$ cat config.mk
export PLATFORM = sky130hd
export DESIGN_NAME = ssf_top
export DESIGN_NICKNAME = d
export VERILOG_FILES = /design/src/hw/ssf_pkg.sv /design/src/hw/ssf_top.sv /design/src/hw/ssf_rate_div.sv
export SDC_FILE = /design/constraint.sdc
export NUM_CORES = 1
export LEC_CHECK = 0
export BUFFER_PORTS_ARGS = -buffer_cell sky130_fd_sc_hd__buf_4
export CAP_MARGIN = 20
export CORE_MARGIN = 1
export CORE_UTILIZATION = 40
export CTS_BUF_LIST = sky130_fd_sc_hd__clkbuf_4
export DETAILED_ROUTE_END_ITERATION = 7
export GPL_ROUTABILITY_DRIVEN = 0
export PLACE_DENSITY_LB_ADDON = 0.08
export SLEW_MARGIN = 20
export SYNTH_ARGS = -nofsm -noshare
export SYNTH_HDL_FRONTEND = slang
export SYNTH_SLANG_ARGS = --single-unit
$ cat constraint.sdc
create_clock -name aclk -period 2.5 [get_ports aclk]
set_input_delay 0 -clock aclk [delete_from_list [all_inputs] [get_ports aclk]]
set_output_delay 0 -clock aclk [all_outputs]
set_load 0.02 [all_outputs]
$ cat src/hw/ssf_pkg.sv
// ****************************************
// Shared constants of the serial flag block
// ****************************************
package ssf_pkg;
	// Register indices; byte address is four times the index
	localparam logic [7:0] IDX_CONTROL = 8'h10;
	localparam logic [7:0] IDX_STATUS = 8'h11;
	localparam logic [7:0] IDX_DATA = 8'h12;
	localparam int ADDR_W = 8;

	// Control register fields
	localparam int CTL_RX_IE = 7;
	localparam int CTL_MASTER = 5;
	localparam int CTL_ENABLE = 1;
	localparam int CTL_TX_IE = 0;
	localparam logic [7:0] CTL_RESET = 8'h20;

	// Status register fields
	localparam int ST_RX_FULL = 7;
	localparam int ST_ERR_IE = 6;
	localparam int ST_OVERRUN = 5;
	localparam int ST_FAULT = 4;
	localparam int ST_TX_EMPTY = 3;
	localparam int ST_FAULT_EN = 2;
	localparam int ST_RATE_HI = 1;
	localparam int ST_RATE_LO = 0;

	// Rate divisors for the four rate_select codes
	localparam logic [7:0] DIV_0 = 8'h02;
	localparam logic [7:0] DIV_1 = 8'h08;
	localparam logic [7:0] DIV_2 = 8'h20;
	localparam logic [7:0] DIV_3 = 8'h80;

	// Bus answers
	localparam logic [1:0] RESP_OKAY = 2'h0;
	localparam logic [1:0] RESP_SLVERR = 2'h2;
endpackage

$ cat src/hw/ssf_top.sv
// The AXI4-Lite interface to the registers was chosen for this implementation.
`timescale 1ns/1ps
module ssf_top (
	input wire logic aclk,
	input wire logic aresetn,
	input wire logic ce,
	input wire logic [7:0] s_axi_awaddr,
	input wire logic s_axi_awvalid,
	output logic s_axi_awready,
	input wire logic [31:0] s_axi_wdata,
	input wire logic [3:0] s_axi_wstrb,
	input wire logic s_axi_wvalid,
	output logic s_axi_wready,
	output logic [1:0] s_axi_bresp,
	output logic s_axi_bvalid,
	input wire logic s_axi_bready,
	input wire logic [7:0] s_axi_araddr,
	input wire logic s_axi_arvalid,
	output logic s_axi_arready,
	output logic [31:0] s_axi_rdata,
	output logic [1:0] s_axi_rresp,
	output logic s_axi_rvalid,
	input wire logic s_axi_rready,
	input wire logic slave_select_n,
	input wire logic shift_busy,
	input wire logic shift_byte_done,
	input wire logic [7:0] shift_rx_data,
	output logic shift_load,
	output logic [7:0] shift_tx_data,
	output logic select_is_gpio,
	output logic master_mode,
	output logic master_sclk,
	output logic master_sclk_edge,
	output logic irq
);
	// ****************************************
	// Register state
	// ****************************************
	logic rx_full_irq_en, master_select, spi_enable, tx_empty_irq_en;
	logic error_irq_en, select_fault_detect_en;
	logic [1:0] rate_select;
	logic rx_full_flag, overrun_flag, select_fault_flag, tx_empty_flag;
	logic [7:0] rx_buf, tx_buf;
	logic ovr_arm, fault_arm;
	logic ss_n_q;
	logic aw_held, w_held;
	logic [7:0] aw_addr_q;
	logic [31:0] w_data_q;
	logic [3:0] w_strb_q;
	logic wr_go, rd_go;
	logic [7:0] wr_addr, rd_addr;
	logic [7:0] wr_byte;
	logic wr_lane0;
	logic wr_ok, rd_ok;
	logic wr_ctl, wr_st, wr_data, rd_st, rd_data;
	logic [7:0] next_rdata;
	logic fault_event;

	// ****************************************
	// Write channel capture
	// ****************************************
	// Address and data may arrive in either order; each is held until both are in
	assign s_axi_awready = !aw_held && !s_axi_bvalid;
	assign s_axi_wready = !w_held && !s_axi_bvalid;
	assign wr_go = (aw_held || s_axi_awvalid) && (w_held || s_axi_wvalid) && !s_axi_bvalid;
	assign wr_addr = aw_held ? aw_addr_q : s_axi_awaddr;
	assign wr_byte = w_held ? w_data_q[7:0] : s_axi_wdata[7:0];
	assign wr_lane0 = w_held ? w_strb_q[0] : s_axi_wstrb[0];

	// Hold whichever half came first
	always_ff @(posedge aclk) begin
		if (!aresetn) begin
			aw_held <= 1'b0;
			w_held <= 1'b0;
			aw_addr_q <= 8'h00;
			w_data_q <= 32'h0;
			w_strb_q <= 4'h0;
		end else if (ce) begin
			if (wr_go) begin
				aw_held <= 1'b0;
				w_held <= 1'b0;
			end else begin
				if (s_axi_awvalid && s_axi_awready) begin
					aw_held <= 1'b1;
					aw_addr_q <= s_axi_awaddr;
				end
				if (s_axi_wvalid && s_axi_wready) begin
					w_held <= 1'b1;
					w_data_q <= s_axi_wdata;
					w_strb_q <= s_axi_wstrb;
				end
			end
		end
	end

	// Address decode, word aligned only
	always_comb begin
		wr_ok = (wr_addr[1:0] == 2'h0) && (wr_addr[7:2] >= ssf_pkg::IDX_CONTROL[5:0])
			&& (wr_addr[7:2] <= ssf_pkg::IDX_DATA[5:0]);
		rd_ok = (rd_addr[1:0] == 2'h0) && (rd_addr[7:2] >= ssf_pkg::IDX_CONTROL[5:0])
			&& (rd_addr[7:2] <= ssf_pkg::IDX_DATA[5:0]);
		wr_ctl = wr_go && wr_lane0 && wr_ok && (wr_addr[7:2] == ssf_pkg::IDX_CONTROL[5:0]);
		wr_st = wr_go && wr_lane0 && wr_ok && (wr_addr[7:2] == ssf_pkg::IDX_STATUS[5:0]);
		wr_data = wr_go && wr_lane0 && wr_ok && (wr_addr[7:2] == ssf_pkg::IDX_DATA[5:0]);
		rd_st = rd_go && (rd_addr[7:2] == ssf_pkg::IDX_STATUS[5:0]) && rd_ok;
		rd_data = rd_go && (rd_addr[7:2] == ssf_pkg::IDX_DATA[5:0]) && rd_ok;
	end

	// Write response one cycle after both halves are taken
	always_ff @(posedge aclk) begin
		if (!aresetn) begin
			s_axi_bvalid <= 1'b0;
			s_axi_bresp <= ssf_pkg::RESP_OKAY;
		end else if (ce) begin
			if (wr_go) begin
				s_axi_bvalid <= 1'b1;
				s_axi_bresp <= wr_ok ? ssf_pkg::RESP_OKAY : ssf_pkg::RESP_SLVERR;
			end else if (s_axi_bready) begin
				s_axi_bvalid <= 1'b0;
			end
		end
	end

	// ****************************************
	// Read channel
	// ****************************************
	assign s_axi_arready = !s_axi_rvalid;
	assign rd_go = s_axi_arvalid && s_axi_arready;
	assign rd_addr = s_axi_araddr;

	// Read mux of live state
	always_comb begin
		next_rdata = 8'h00;
		if (rd_addr[7:2] == ssf_pkg::IDX_CONTROL[5:0]) begin
			next_rdata[ssf_pkg::CTL_RX_IE] = rx_full_irq_en;
			next_rdata[ssf_pkg::CTL_MASTER] = master_select;
			next_rdata[ssf_pkg::CTL_ENABLE] = spi_enable;
			next_rdata[ssf_pkg::CTL_TX_IE] = tx_empty_irq_en;
		end else if (rd_addr[7:2] == ssf_pkg::IDX_STATUS[5:0]) begin
			next_rdata[ssf_pkg::ST_RX_FULL] = rx_full_flag;
			next_rdata[ssf_pkg::ST_ERR_IE] = error_irq_en;
			next_rdata[ssf_pkg::ST_OVERRUN] = overrun_flag;
			next_rdata[ssf_pkg::ST_FAULT] = select_fault_flag;
			next_rdata[ssf_pkg::ST_TX_EMPTY] = tx_empty_flag;
			next_rdata[ssf_pkg::ST_FAULT_EN] = select_fault_detect_en;
			next_rdata[ssf_pkg::ST_RATE_HI] = rate_select[1];
			next_rdata[ssf_pkg::ST_RATE_LO] = rate_select[0];
		end else if (rd_addr[7:2] == ssf_pkg::IDX_DATA[5:0]) begin
			// reads see the receive side only
			next_rdata = rx_buf;
		end
	end

	// Read data registered, one cycle after the address is taken
	always_ff @(posedge aclk) begin
		if (!aresetn) begin
			s_axi_rvalid <= 1'b0;
			s_axi_rdata <= 32'h0;
			s_axi_rresp <= ssf_pkg::RESP_OKAY;
		end else if (ce) begin
			if (rd_go) begin
				s_axi_rvalid <= 1'b1;
				s_axi_rdata <= rd_ok ? {24'h0, next_rdata} : 32'h0;
				s_axi_rresp <= rd_ok ? ssf_pkg::RESP_OKAY : ssf_pkg::RESP_SLVERR;
			end else if (s_axi_rready) begin
				s_axi_rvalid <= 1'b0;
			end
		end
	end

	// ****************************************
	// Control and configuration bits
	// ****************************************
	// reset leaves master selected
	always_ff @(posedge aclk) begin
		if (!aresetn) begin
			rx_full_irq_en <= ssf_pkg::CTL_RESET[ssf_pkg::CTL_RX_IE];
			master_select <= ssf_pkg::CTL_RESET[ssf_pkg::CTL_MASTER];
			spi_enable <= ssf_pkg::CTL_RESET[ssf_pkg::CTL_ENABLE];
			tx_empty_irq_en <= ssf_pkg::CTL_RESET[ssf_pkg::CTL_TX_IE];
		end else if (ce && wr_ctl) begin
			rx_full_irq_en <= wr_byte[ssf_pkg::CTL_RX_IE];
			master_select <= wr_byte[ssf_pkg::CTL_MASTER];
			spi_enable <= wr_byte[ssf_pkg::CTL_ENABLE];
			tx_empty_irq_en <= wr_byte[ssf_pkg::CTL_TX_IE];
		end
	end

	// rate code and enables clear at reset
	always_ff @(posedge aclk) begin
		if (!aresetn) begin
			error_irq_en <= 1'b0;
			select_fault_detect_en <= 1'b0;
			rate_select <= 2'h0;
		end else if (ce && wr_st) begin
			error_irq_en <= wr_byte[ssf_pkg::ST_ERR_IE];
			select_fault_detect_en <= wr_byte[ssf_pkg::ST_FAULT_EN];
			rate_select <= {wr_byte[ssf_pkg::ST_RATE_HI], wr_byte[ssf_pkg::ST_RATE_LO]};
		end
	end

	// ****************************************
	// Receive side
	// ****************************************
	// buffers carry no reset value
	always_ff @(posedge aclk) begin
		if (ce && shift_byte_done && !rx_full_flag) begin
			rx_buf <= shift_rx_data;
		end
	end

	// set on byte arrival; set wins over a same-cycle read
	always_ff @(posedge aclk) begin
		if (!aresetn) begin
			rx_full_flag <= 1'b0;
		end else if (ce) begin
			if (shift_byte_done && !rx_full_flag) begin
				rx_full_flag <= 1'b1;
			end else if (rd_data) begin
				rx_full_flag <= 1'b0;
			end
		end
	end

	// Status reads arm the clear sequences for flags seen set
	always_ff @(posedge aclk) begin
		if (!aresetn) begin
			ovr_arm <= 1'b0;
			fault_arm <= 1'b0;
		end else if (ce) begin
			if (rd_st) begin
				ovr_arm <= overrun_flag;
				fault_arm <= select_fault_flag;
			end else begin
				if (rd_data) begin
					ovr_arm <= 1'b0;
				end
				if (wr_data) begin
					fault_arm <= 1'b0;
				end
			end
		end
	end

	// second byte while full is lost
	always_ff @(posedge aclk) begin
		if (!aresetn) begin
			overrun_flag <= 1'b0;
		end else if (ce) begin
			if (shift_byte_done && rx_full_flag) begin
				overrun_flag <= 1'b1;
			// cleared only by armed data read
			end else if (rd_data && ovr_arm) begin
				overrun_flag <= 1'b0;
			end
		end
	end

	// ****************************************
	// Slave select and mode fault
	// ****************************************
	always_ff @(posedge aclk) begin
		if (!aresetn) begin
			ss_n_q <= 1'b1;
		end else if (ce) begin
			ss_n_q <= slave_select_n;
		end
	end

	// detection enable gates only the setting
	always_comb begin
		fault_event = 1'b0;
		if (spi_enable && select_fault_detect_en) begin
			if (master_select) begin
				// any low level on a master
				fault_event = !slave_select_n;
			end else begin
				fault_event = slave_select_n && !ss_n_q && shift_busy;
			end
		end
	end

	// armed data write clears; a fresh fault wins
	always_ff @(posedge aclk) begin
		if (!aresetn) begin
			select_fault_flag <= 1'b0;
		end else if (ce) begin
			if (fault_event) begin
				select_fault_flag <= 1'b1;
			end else if (wr_data && fault_arm) begin
				select_fault_flag <= 1'b0;
			end
		end
	end

	// pin freed when disabled or for master without detection; never for an enabled slave
	assign select_is_gpio = !spi_enable || (master_select && !select_fault_detect_en);
	assign master_mode = master_select;

	// ****************************************
	// Transmit side
	// ****************************************
	// writes fill the transmit buffer
	always_ff @(posedge aclk) begin
		if (ce && wr_data) begin
			tx_buf <= wr_byte;
		end
	end

	// hand-over waits for the shifter to go idle
	always_ff @(posedge aclk) begin
		if (!aresetn) begin
			shift_load <= 1'b0;
			shift_tx_data <= 8'h00;
		end else if (ce) begin
			shift_load <= 1'b0;
			if (!tx_empty_flag && !shift_busy && !shift_load && spi_enable) begin
				shift_load <= 1'b1;
				shift_tx_data <= tx_buf;
			end
		end
	end

	// set at hand-over, reset value is empty; two-cycle refill
	always_ff @(posedge aclk) begin
		if (!aresetn) begin
			tx_empty_flag <= 1'b1;
		end else if (ce) begin
			if (wr_data) begin
				tx_empty_flag <= 1'b0;
			end else if (shift_load) begin
				tx_empty_flag <= 1'b1;
			end
		end
	end

	// ****************************************
	// Master clock and interrupt
	// ****************************************
	ssf_rate_div #(
		.CNT_W(8)
	) u_rate_div (
		.aclk(aclk),
		.aresetn(aresetn),
		.ce(ce),
		.run(spi_enable && master_select && shift_busy),
		.rate_select(rate_select),
		.sclk(master_sclk),
		.sclk_edge(master_sclk_edge)
	);

	// one request line; gate each source
	assign irq = (rx_full_flag && rx_full_irq_en) || (tx_empty_flag && tx_empty_irq_en)
		|| ((overrun_flag || select_fault_flag) && error_irq_en);
endmodule

$ cat src/hw/ssf_rate_div.sv
`timescale 1ns/1ps
// ****************************************
// Master serial clock divider
// ****************************************
module ssf_rate_div #(
	parameter int CNT_W = 8
) (
	input wire logic aclk,
	input wire logic aresetn,
	input wire logic ce,
	input wire logic run,
	input wire logic [1:0] rate_select,
	output logic sclk,
	output logic sclk_edge
);
	logic [CNT_W-1:0] divisor;
	logic [CNT_W-1:0] count;

	always_comb begin
		case (rate_select)
			2'h0: divisor = CNT_W'(ssf_pkg::DIV_0);
			2'h1: divisor = CNT_W'(ssf_pkg::DIV_1);
			2'h2: divisor = CNT_W'(ssf_pkg::DIV_2);
			default: divisor = CNT_W'(ssf_pkg::DIV_3);
		endcase
	end

	always_ff @(posedge aclk) begin
		if (!aresetn) begin
			count <= '0;
			sclk <= 1'b0;
			sclk_edge <= 1'b0;
		end else if (ce) begin
			sclk_edge <= 1'b0;
			if (!run) begin
				count <= '0;
				sclk <= 1'b0;
			end else if (count == divisor - CNT_W'(1)) begin
				count <= '0;
				sclk <= ~sclk;
				sclk_edge <= 1'b1;
			end else begin
				count <= count + CNT_W'(1);
			end
		end
	end
endmodule

==> results_dict.tcl, run 1 <==
set metrics [dict create \
    area_growth_pct 29.49 \
    cts_inserted_buffers 9 \
    portBuffers 72 \
    ctsHoldBuffers 41 \
    fin_crit_sh_pct 87.84 \
    antenna_found_initial 0 \
    io_pins 126 \
    first_global_vias 2928 \
    design_area_sq_um 4862 \
    p_int_mw 1.834 \
    setup_violations 0 \
    grt.busiest_layer "met2" \
    clock_skew_ns 0.01678 \
    insertion_delay_ns 0.43 \
    min-delay-start "s_axi_arvalid" \
    ff2ff_setup_slack_ns 0.30 \
    cp.arrival_ns 2.52 \
    async_flop_share_pct 0 \
    reg2reg_to "u_rate_div.sclk" \
    die_x_um 98.89 \
    dieArea_sq_um 9778 \
    first_iter_violations 112 \
    routed_wl_mm 8.563 \
    layout_common_cells "buf_4 (78), dfxtp_1 (65), nor2_1 (45)" \
    pwr-share-seq_pct 54.9 \
    r2r-start "rate_select[0]" \
    p_sw_share_pct 27.00 \
    core_sq_um 8891 \
    wire_per_inst_um 14.13 \
    dp_hpwl_mm 6.022 \
    vias_per_cell 5.030 \
    clkTransAtPathRegs_ns 0.13 \
    htree_levels 3 \
    rr_worst_depth 7 \
    synth_top_cells_by_area "dfxtp_1 (35%), edfxtp_1 (13%), mux2i_1 (10%), buf_4 (5.2%), nor2_1 (4.5%)" \
    min_path_type "input port to register" \
    cellLeakagePower_nw 2.075 \
    synth_top_area_cell "dfxtp_1" \
    start_util_pct 42.23 \
    postCtsSetupRepairBufs 0 \
    ys_ff_latch 81 \
    finalMaxSlewViolations 0 \
    dpl_cell_area_sq_um 4307 \
    finalCriticalPeriod_ns 2.196 \
    die_y_um 98.89 \
    num_rows 34 \
    worst_ep_required_time_ns 2.83 \
    worstSetupPathType "register to register" \
    peakVddDrop_mv 0.3373 \
    status "completed" \
    syn_area_sq_um 3755 \
    syn-instance-count 383 \
    power_density_nw_per_um2 516.8 \
    final_hold_viol_count 0 \
    grt_pass1_wl_mm 14.36 \
    endpoint_kind "register" \
    clock_path_buffers 2 \
    p_comb_share_pct 13.7 \
    ys_warn_count 0 \
    grtUsageMet2_pct 29.48 \
    yosysSeqAreaShare_pct 47.45 \
    power.share.clock_pct 31.5 \
    diodes 0 \
    grt_util_all_layers_pct 18.55 \
    power_switching_mw 0.6785 \
    drtAntennaViolNets 0 \
    hold_end "s_axi_rvalid" \
    grt_overflow 0 \
    critPathSlowestCell "dfxtp_1" \
    clkSinkCount 81 \
    start_kind "register" \
    synth_area_per_cell_sq_um 9.804 \
    mostFrequentLayoutCell "buf_4" \
    rsz0062_at_grt "false" \
    final_nets 566 \
    grt_max_degree 28 \
    synth_cell_types 54 \
    path_cells "or2_2 -> ha_1 -> xnor2_1 -> nor4b_1 -> o21ai_1 -> and3_1 -> o31a_1" \
    cts_resized 0 \
    layout-drive-gt1-share_pct 22.69 \
    fmax_mhz 455.4 \
    setup_tns_ns 0 \
    vias 3048 \
    maxCapViolCount 0 \
    cts_tree "built" \
    synth_edf_count 16 \
    ys.flop_type "dfxtp_1" \
    hold_depth 4 \
    max_stage_delay_ns 0.40 \
    drc 0 \
    worst_slew_pin_slew_ns 0.8667 \
    relSlewSlack_pct 42.10 \
    met3_usage_pct 4.894 \
    cp_max_fo 8 \
    clockRootBuffer "clkbuf_4" \
    synth.top_cell.area_share_pct 34.66 \
    firstDrtPassIters 4 \
    use_met1_pct 25.12 \
]
## cell type report
cell class | instances | area, sq um
Tap cell | 108 | 135.1
Timing Repair Buffer | 119 | 996.0
Sequential cell | 81 | 1782
Clock inverter | 7 | 77.57
Inverter | 8 | 30.03
Multi-Input combinational cell | 274 | 1774
Clock buffer | 9 | 67.56
Fill cell | 844 | 4029
## cells in the mapped netlist (2+ instances only)
cell / number
dfxtp_1: 65
nor2_1: 45
mux2i_1: 38
nand2_1: 31
buf_4: 26
edfxtp_1: 16
a21oi_1: 14
a22o_1: 12
clkbuf_1: 12
o21ai_0: 11
mux2_2: 10
a211oi_1: 8
inv_1: 8
nor3_1: 7
and3_1: 6
nand3_1: 6
buf_1: 5
nand4_1: 4
nor2b_1: 4
xnor2_1: 4
xor2_1: 4
nand2b_1: 3
nor4b_1: 3
or3_1: 3
a31oi_1: 2
a32oi_1: 2
buf_2: 2
ha_1: 2
nor4_1: 2
o21ai_1: 2
o22ai_1: 2
o31a_1: 2
## layer usage
layer	up-vias	part of all wire, %
li1	1541	-
met1	1420	48
met2	78	47
met3	9	4.1
met4	0	1.2
met5	-	0
## flip-flops by register name (all words and copies together) (netlist names), 2 cells and up
register and count:
tx_buf 8, u_rate_div.count 8, aw_addr_q 8, shift_tx_data 8, rate_select 2, rx_buf 8
s_axi_rdata 8, w_data_q 8
## cell families (layout without fill, tap and decap cells)
| kind of cell | count (synthesis) | after routing | synth area share (%) |
|---|---|---|---|
| muxes | 48 | 48 | 13.13 |
| buffers and inverters | 53 | 143 | 7.964 |
| other | 1 | 26 | 0.09987 |
| and+or+nand+nor | 122 | 122 | 15.83 |
| AOI/OAI and AO/OA | 68 | 68 | 13.00 |
| adders and majority gates | 2 | 2 | 0.6663 |
| xor gates and xnor gates | 8 | 8 | 1.866 |
| DFF | 81 | 81 | 47.45 |
## how the worst max path moves through the flow
stage	from	end	slack, ns	depth (start not counted)
floorplan	aw_held	tx_buf[0]	0.23	4
global placement	rate_select[1]	u_rate_div.sclk	0.39	7
detailed placement	rate_select[0]	u_rate_div.sclk	0.34	7
CTS	rate_select[0]	u_rate_div.sclk	0.31	7
global route	rate_select[0]	u_rate_div.sclk	0.19	7
finish	rate_select[0]	u_rate_div.sclk	0.30	7
## through the flow
stage	power (mW)	worst slack (ns)	hold WS, ns	util, %	std cells
3_3_place_gp	1.699	0.3863	0.1792	48.44	549
3_5_place_dp	1.701	0.3417	0.1794	48.44	549
4_1_cts	2.539	0.3075	0.07047	54.69	606
2_1_floorplan	1.617	0.2287	0.09887	-	408
5_1_grt	2.639	0.1915	0.08611	54.69	606
6_report	2.513	0.3040	0.08295	54.69	606
## power by group through the flow
stage	Clock, mW	Sequential, mW	Combinational (mW)
2_1_floorplan	0	1.41	0.209
3_3_place_gp	0	1.41	0.292
3_5_place_dp	0	1.41	0.293
4_1_cts	0.816	1.38	0.344
5_1_grt	0.882	1.38	0.374
6_report	0.791	1.38	0.344
## worst max-delay path: cells and delay by family (launching register included)
family	cells	cell delay [ns]
AND/OR/NAND/NOR	3	0.81
AO/OA/AOI/OAI	2	0.46
flip-flops	1	0.40
adder cells (fa/ha/maj)	1	0.30
XOR/XNOR	1	0.12
(Power assumes the default switching activity.)
==> inputs of run 2 (changes only) <==
==> constraint.sdc (replaced) <==
create_clock -name aclk -period 2.15 [get_ports aclk]
set_input_delay 0 -clock aclk [delete_from_list [all_inputs] [get_ports aclk]]
set_output_delay 0 -clock aclk [all_outputs]
set_load 0.02 [all_outputs]
==> results_dict.tcl, run 2 (synthesis results as in run 1) <==
set metrics [dict create \
    worst_slew_pin_slew_ns 0.7399 \
    grt_max_degree 34 \
    hold_depth 4 \
    power.share.clock_pct 28.7 \
    finalMaxSlewViolations 0 \
    relSlewSlack_pct 50.57 \
    io_pins 126 \
    worst_ep_required_time_ns 2.46 \
    cp.arrival_ns 2.35 \
    final_hold_viol_count 0 \
    antenna_found_initial 0 \
    finish.utilization_pct 55.94 \
    grt_util_all_layers_pct 19.16 \
    p_sw_share_pct 28.47 \
    cellLeakagePower_nw 2.132 \
    ff2ff_setup_slack_ns 0.11 \
    min_path_type "input port to register" \
    start_kind "register" \
    reg2reg_to "rate_select[1]" \
    p_comb_share_pct 14.8 \
    worstSetupPathType "register to register" \
    dpl.cell_count 557 \
    die_y_um 98.89 \
    portBuffers 72 \
    post-place-ws_ns 0.08213 \
    num_rows 34 \
    power_density_nw_per_um2 570.9 \
    postCtsSetupRepairBufs 0 \
    finalCriticalPeriod_ns 2.042 \
    clock_path_buffers 2 \
    wire_per_inst_um 14.47 \
    dpl_cell_area_sq_um 4372 \
    r2r-start "aw_held" \
    rr_worst_depth 5 \
    vias_per_cell 5.063 \
    first_global_vias 3025 \
    clkTransAtPathRegs_ns 0.14 \
    fin_ws_ns 0.1077 \
    start_util_pct 42.23 \
    fin_crit_sh_pct 94.99 \
    grt_overflow 0 \
    drtAntennaViolNets 0 \
    diodes 0 \
    vias 3134 \
    clock_skew_ns 0.02263 \
    setup_violations 0 \
    final_nets 579 \
    p_total_mw 2.840 \
    layout-drive-gt1-share_pct 24.46 \
    cp_max_fo 4 \
    area_growth_pct 32.46 \
    core_sq_um 8891 \
    grt_pass1_wl_mm 14.72 \
    clkSinkCount 81 \
    insertion_delay_ns 0.43 \
    drc 0 \
    first_iter_violations 121 \
    cts_inserted_buffers 9 \
    maxCapViolCount 0 \
    design_area_sq_um 4974 \
    hold_end "s_axi_rvalid" \
    p_int_mw 2.031 \
    clockRootBuffer "clkbuf_4" \
    pwr-share-seq_pct 56.4 \
    die_x_um 98.89 \
    dieArea_sq_um 9778 \
    layout_common_cells "buf_4 (86), dfxtp_1 (65), dlygate4sd3_1 (46)" \
    fmax_mhz 489.6 \
    routed_wl_mm 8.959 \
    firstDrtPassIters 4 \
    fin_cells 619 \
    power_switching_mw 0.8083 \
    endpoint_kind "register" \
    min-delay-start "s_axi_arvalid" \
    htree_levels 3 \
    peakVddDrop_mv 0.2883 \
    mostFrequentLayoutCell "buf_4" \
    status "completed" \
    cts_tree "built" \
    dp_hpwl_mm 6.101 \
]
-- run 2: cell types whose count changed in the layout (fill, tap and decap cells not counted), sizes merged --
| cell | before | now |
|---|---|---|
| buf | 78 | 86 |
| dlygate4sd3 | 41 | 46 |
| bufinv | 1 | 0 |
| clkinv | 4 | 3 |
| clkinvlp | 0 | 1 |
| inv | 10 | 11 |
-- run 2: critical path, cell delays in order (launching register included) --
cell and delay [ns]:
dfxtp_1 0.35, or4_4 0.54, a2111oi_2 0.49, o2111ai_4 0.29
mux2i_1 0.21, nor2_1 0.05
-- run 2: timing repair --
item,CTS,global route
gates resized for setup,0,3
hold buffers,46,0
endpoints found under the setup margin,0,7
hold endpoints to repair,54,0
-- run 2: cell type report --
| type | count | area [sq um] |
|---|---|---|
| Tap cell | 108 | 135.1 |
| Multi-Input combinational cell | 274 | 1800 |
| Sequential cell | 81 | 1782 |
| Timing Repair Buffer | 132 | 1106 |
| Fill cell | 840 | 3918 |
| Inverter | 8 | 30.03 |
| Clock buffer | 9 | 67.56 |
| Clock inverter | 7 | 52.55 |
-- run 2: power groups by stage --
stage          Combinational [mW]  Sequential, mW  Clock [mW]
6_report                    0.421            1.60       0.816
3_5_place_dp                0.351            1.64           0
3_3_place_gp                0.348            1.64           0
5_1_grt                     0.458            1.61       0.909
4_1_cts                     0.419            1.60       0.846
2_1_floorplan               0.244            1.64           0
-- run 2: layer usage --
metal  share of wire [%]  up-vias  wire length [um]  track usage (%)
met5                   0        -                 0                0
met3                 3.6       10               323            2.766
met2                  48       90              4295            30.93
met4                 1.2        0               106            7.348
li1                    -     1569                 -                -
met1                  47     1465              4234            25.96
-- run 2: worst max-delay path by stage --
| stage | startpoint | to | slack, ns |
|---|---|---|---|
| 3_3_place_gp | rate_select[1] | u_rate_div.sclk | 0.09 |
| 2_1_floorplan | aw_held | tx_buf[0] | 0.14 |
| 4_1_cts | rate_select[0] | u_rate_div.sclk | 0.05 |
| 3_5_place_dp | rate_select[1] | u_rate_div.sclk | 0.08 |
| 5_1_grt | aw_held | rate_select[1] | -0.03 |
| 6_report | aw_held | rate_select[1] | 0.11 |
-- run 2: per-stage QoR --
step,hold WS [ns],setup TNS [ns]
2_1_floorplan,0.09887,0
3_5_place_dp,0.1796,0
3_3_place_gp,0.1790,0
6_report,0.04194,0
5_1_grt,0.06194,-0.07175
4_1_cts,0.01914,0
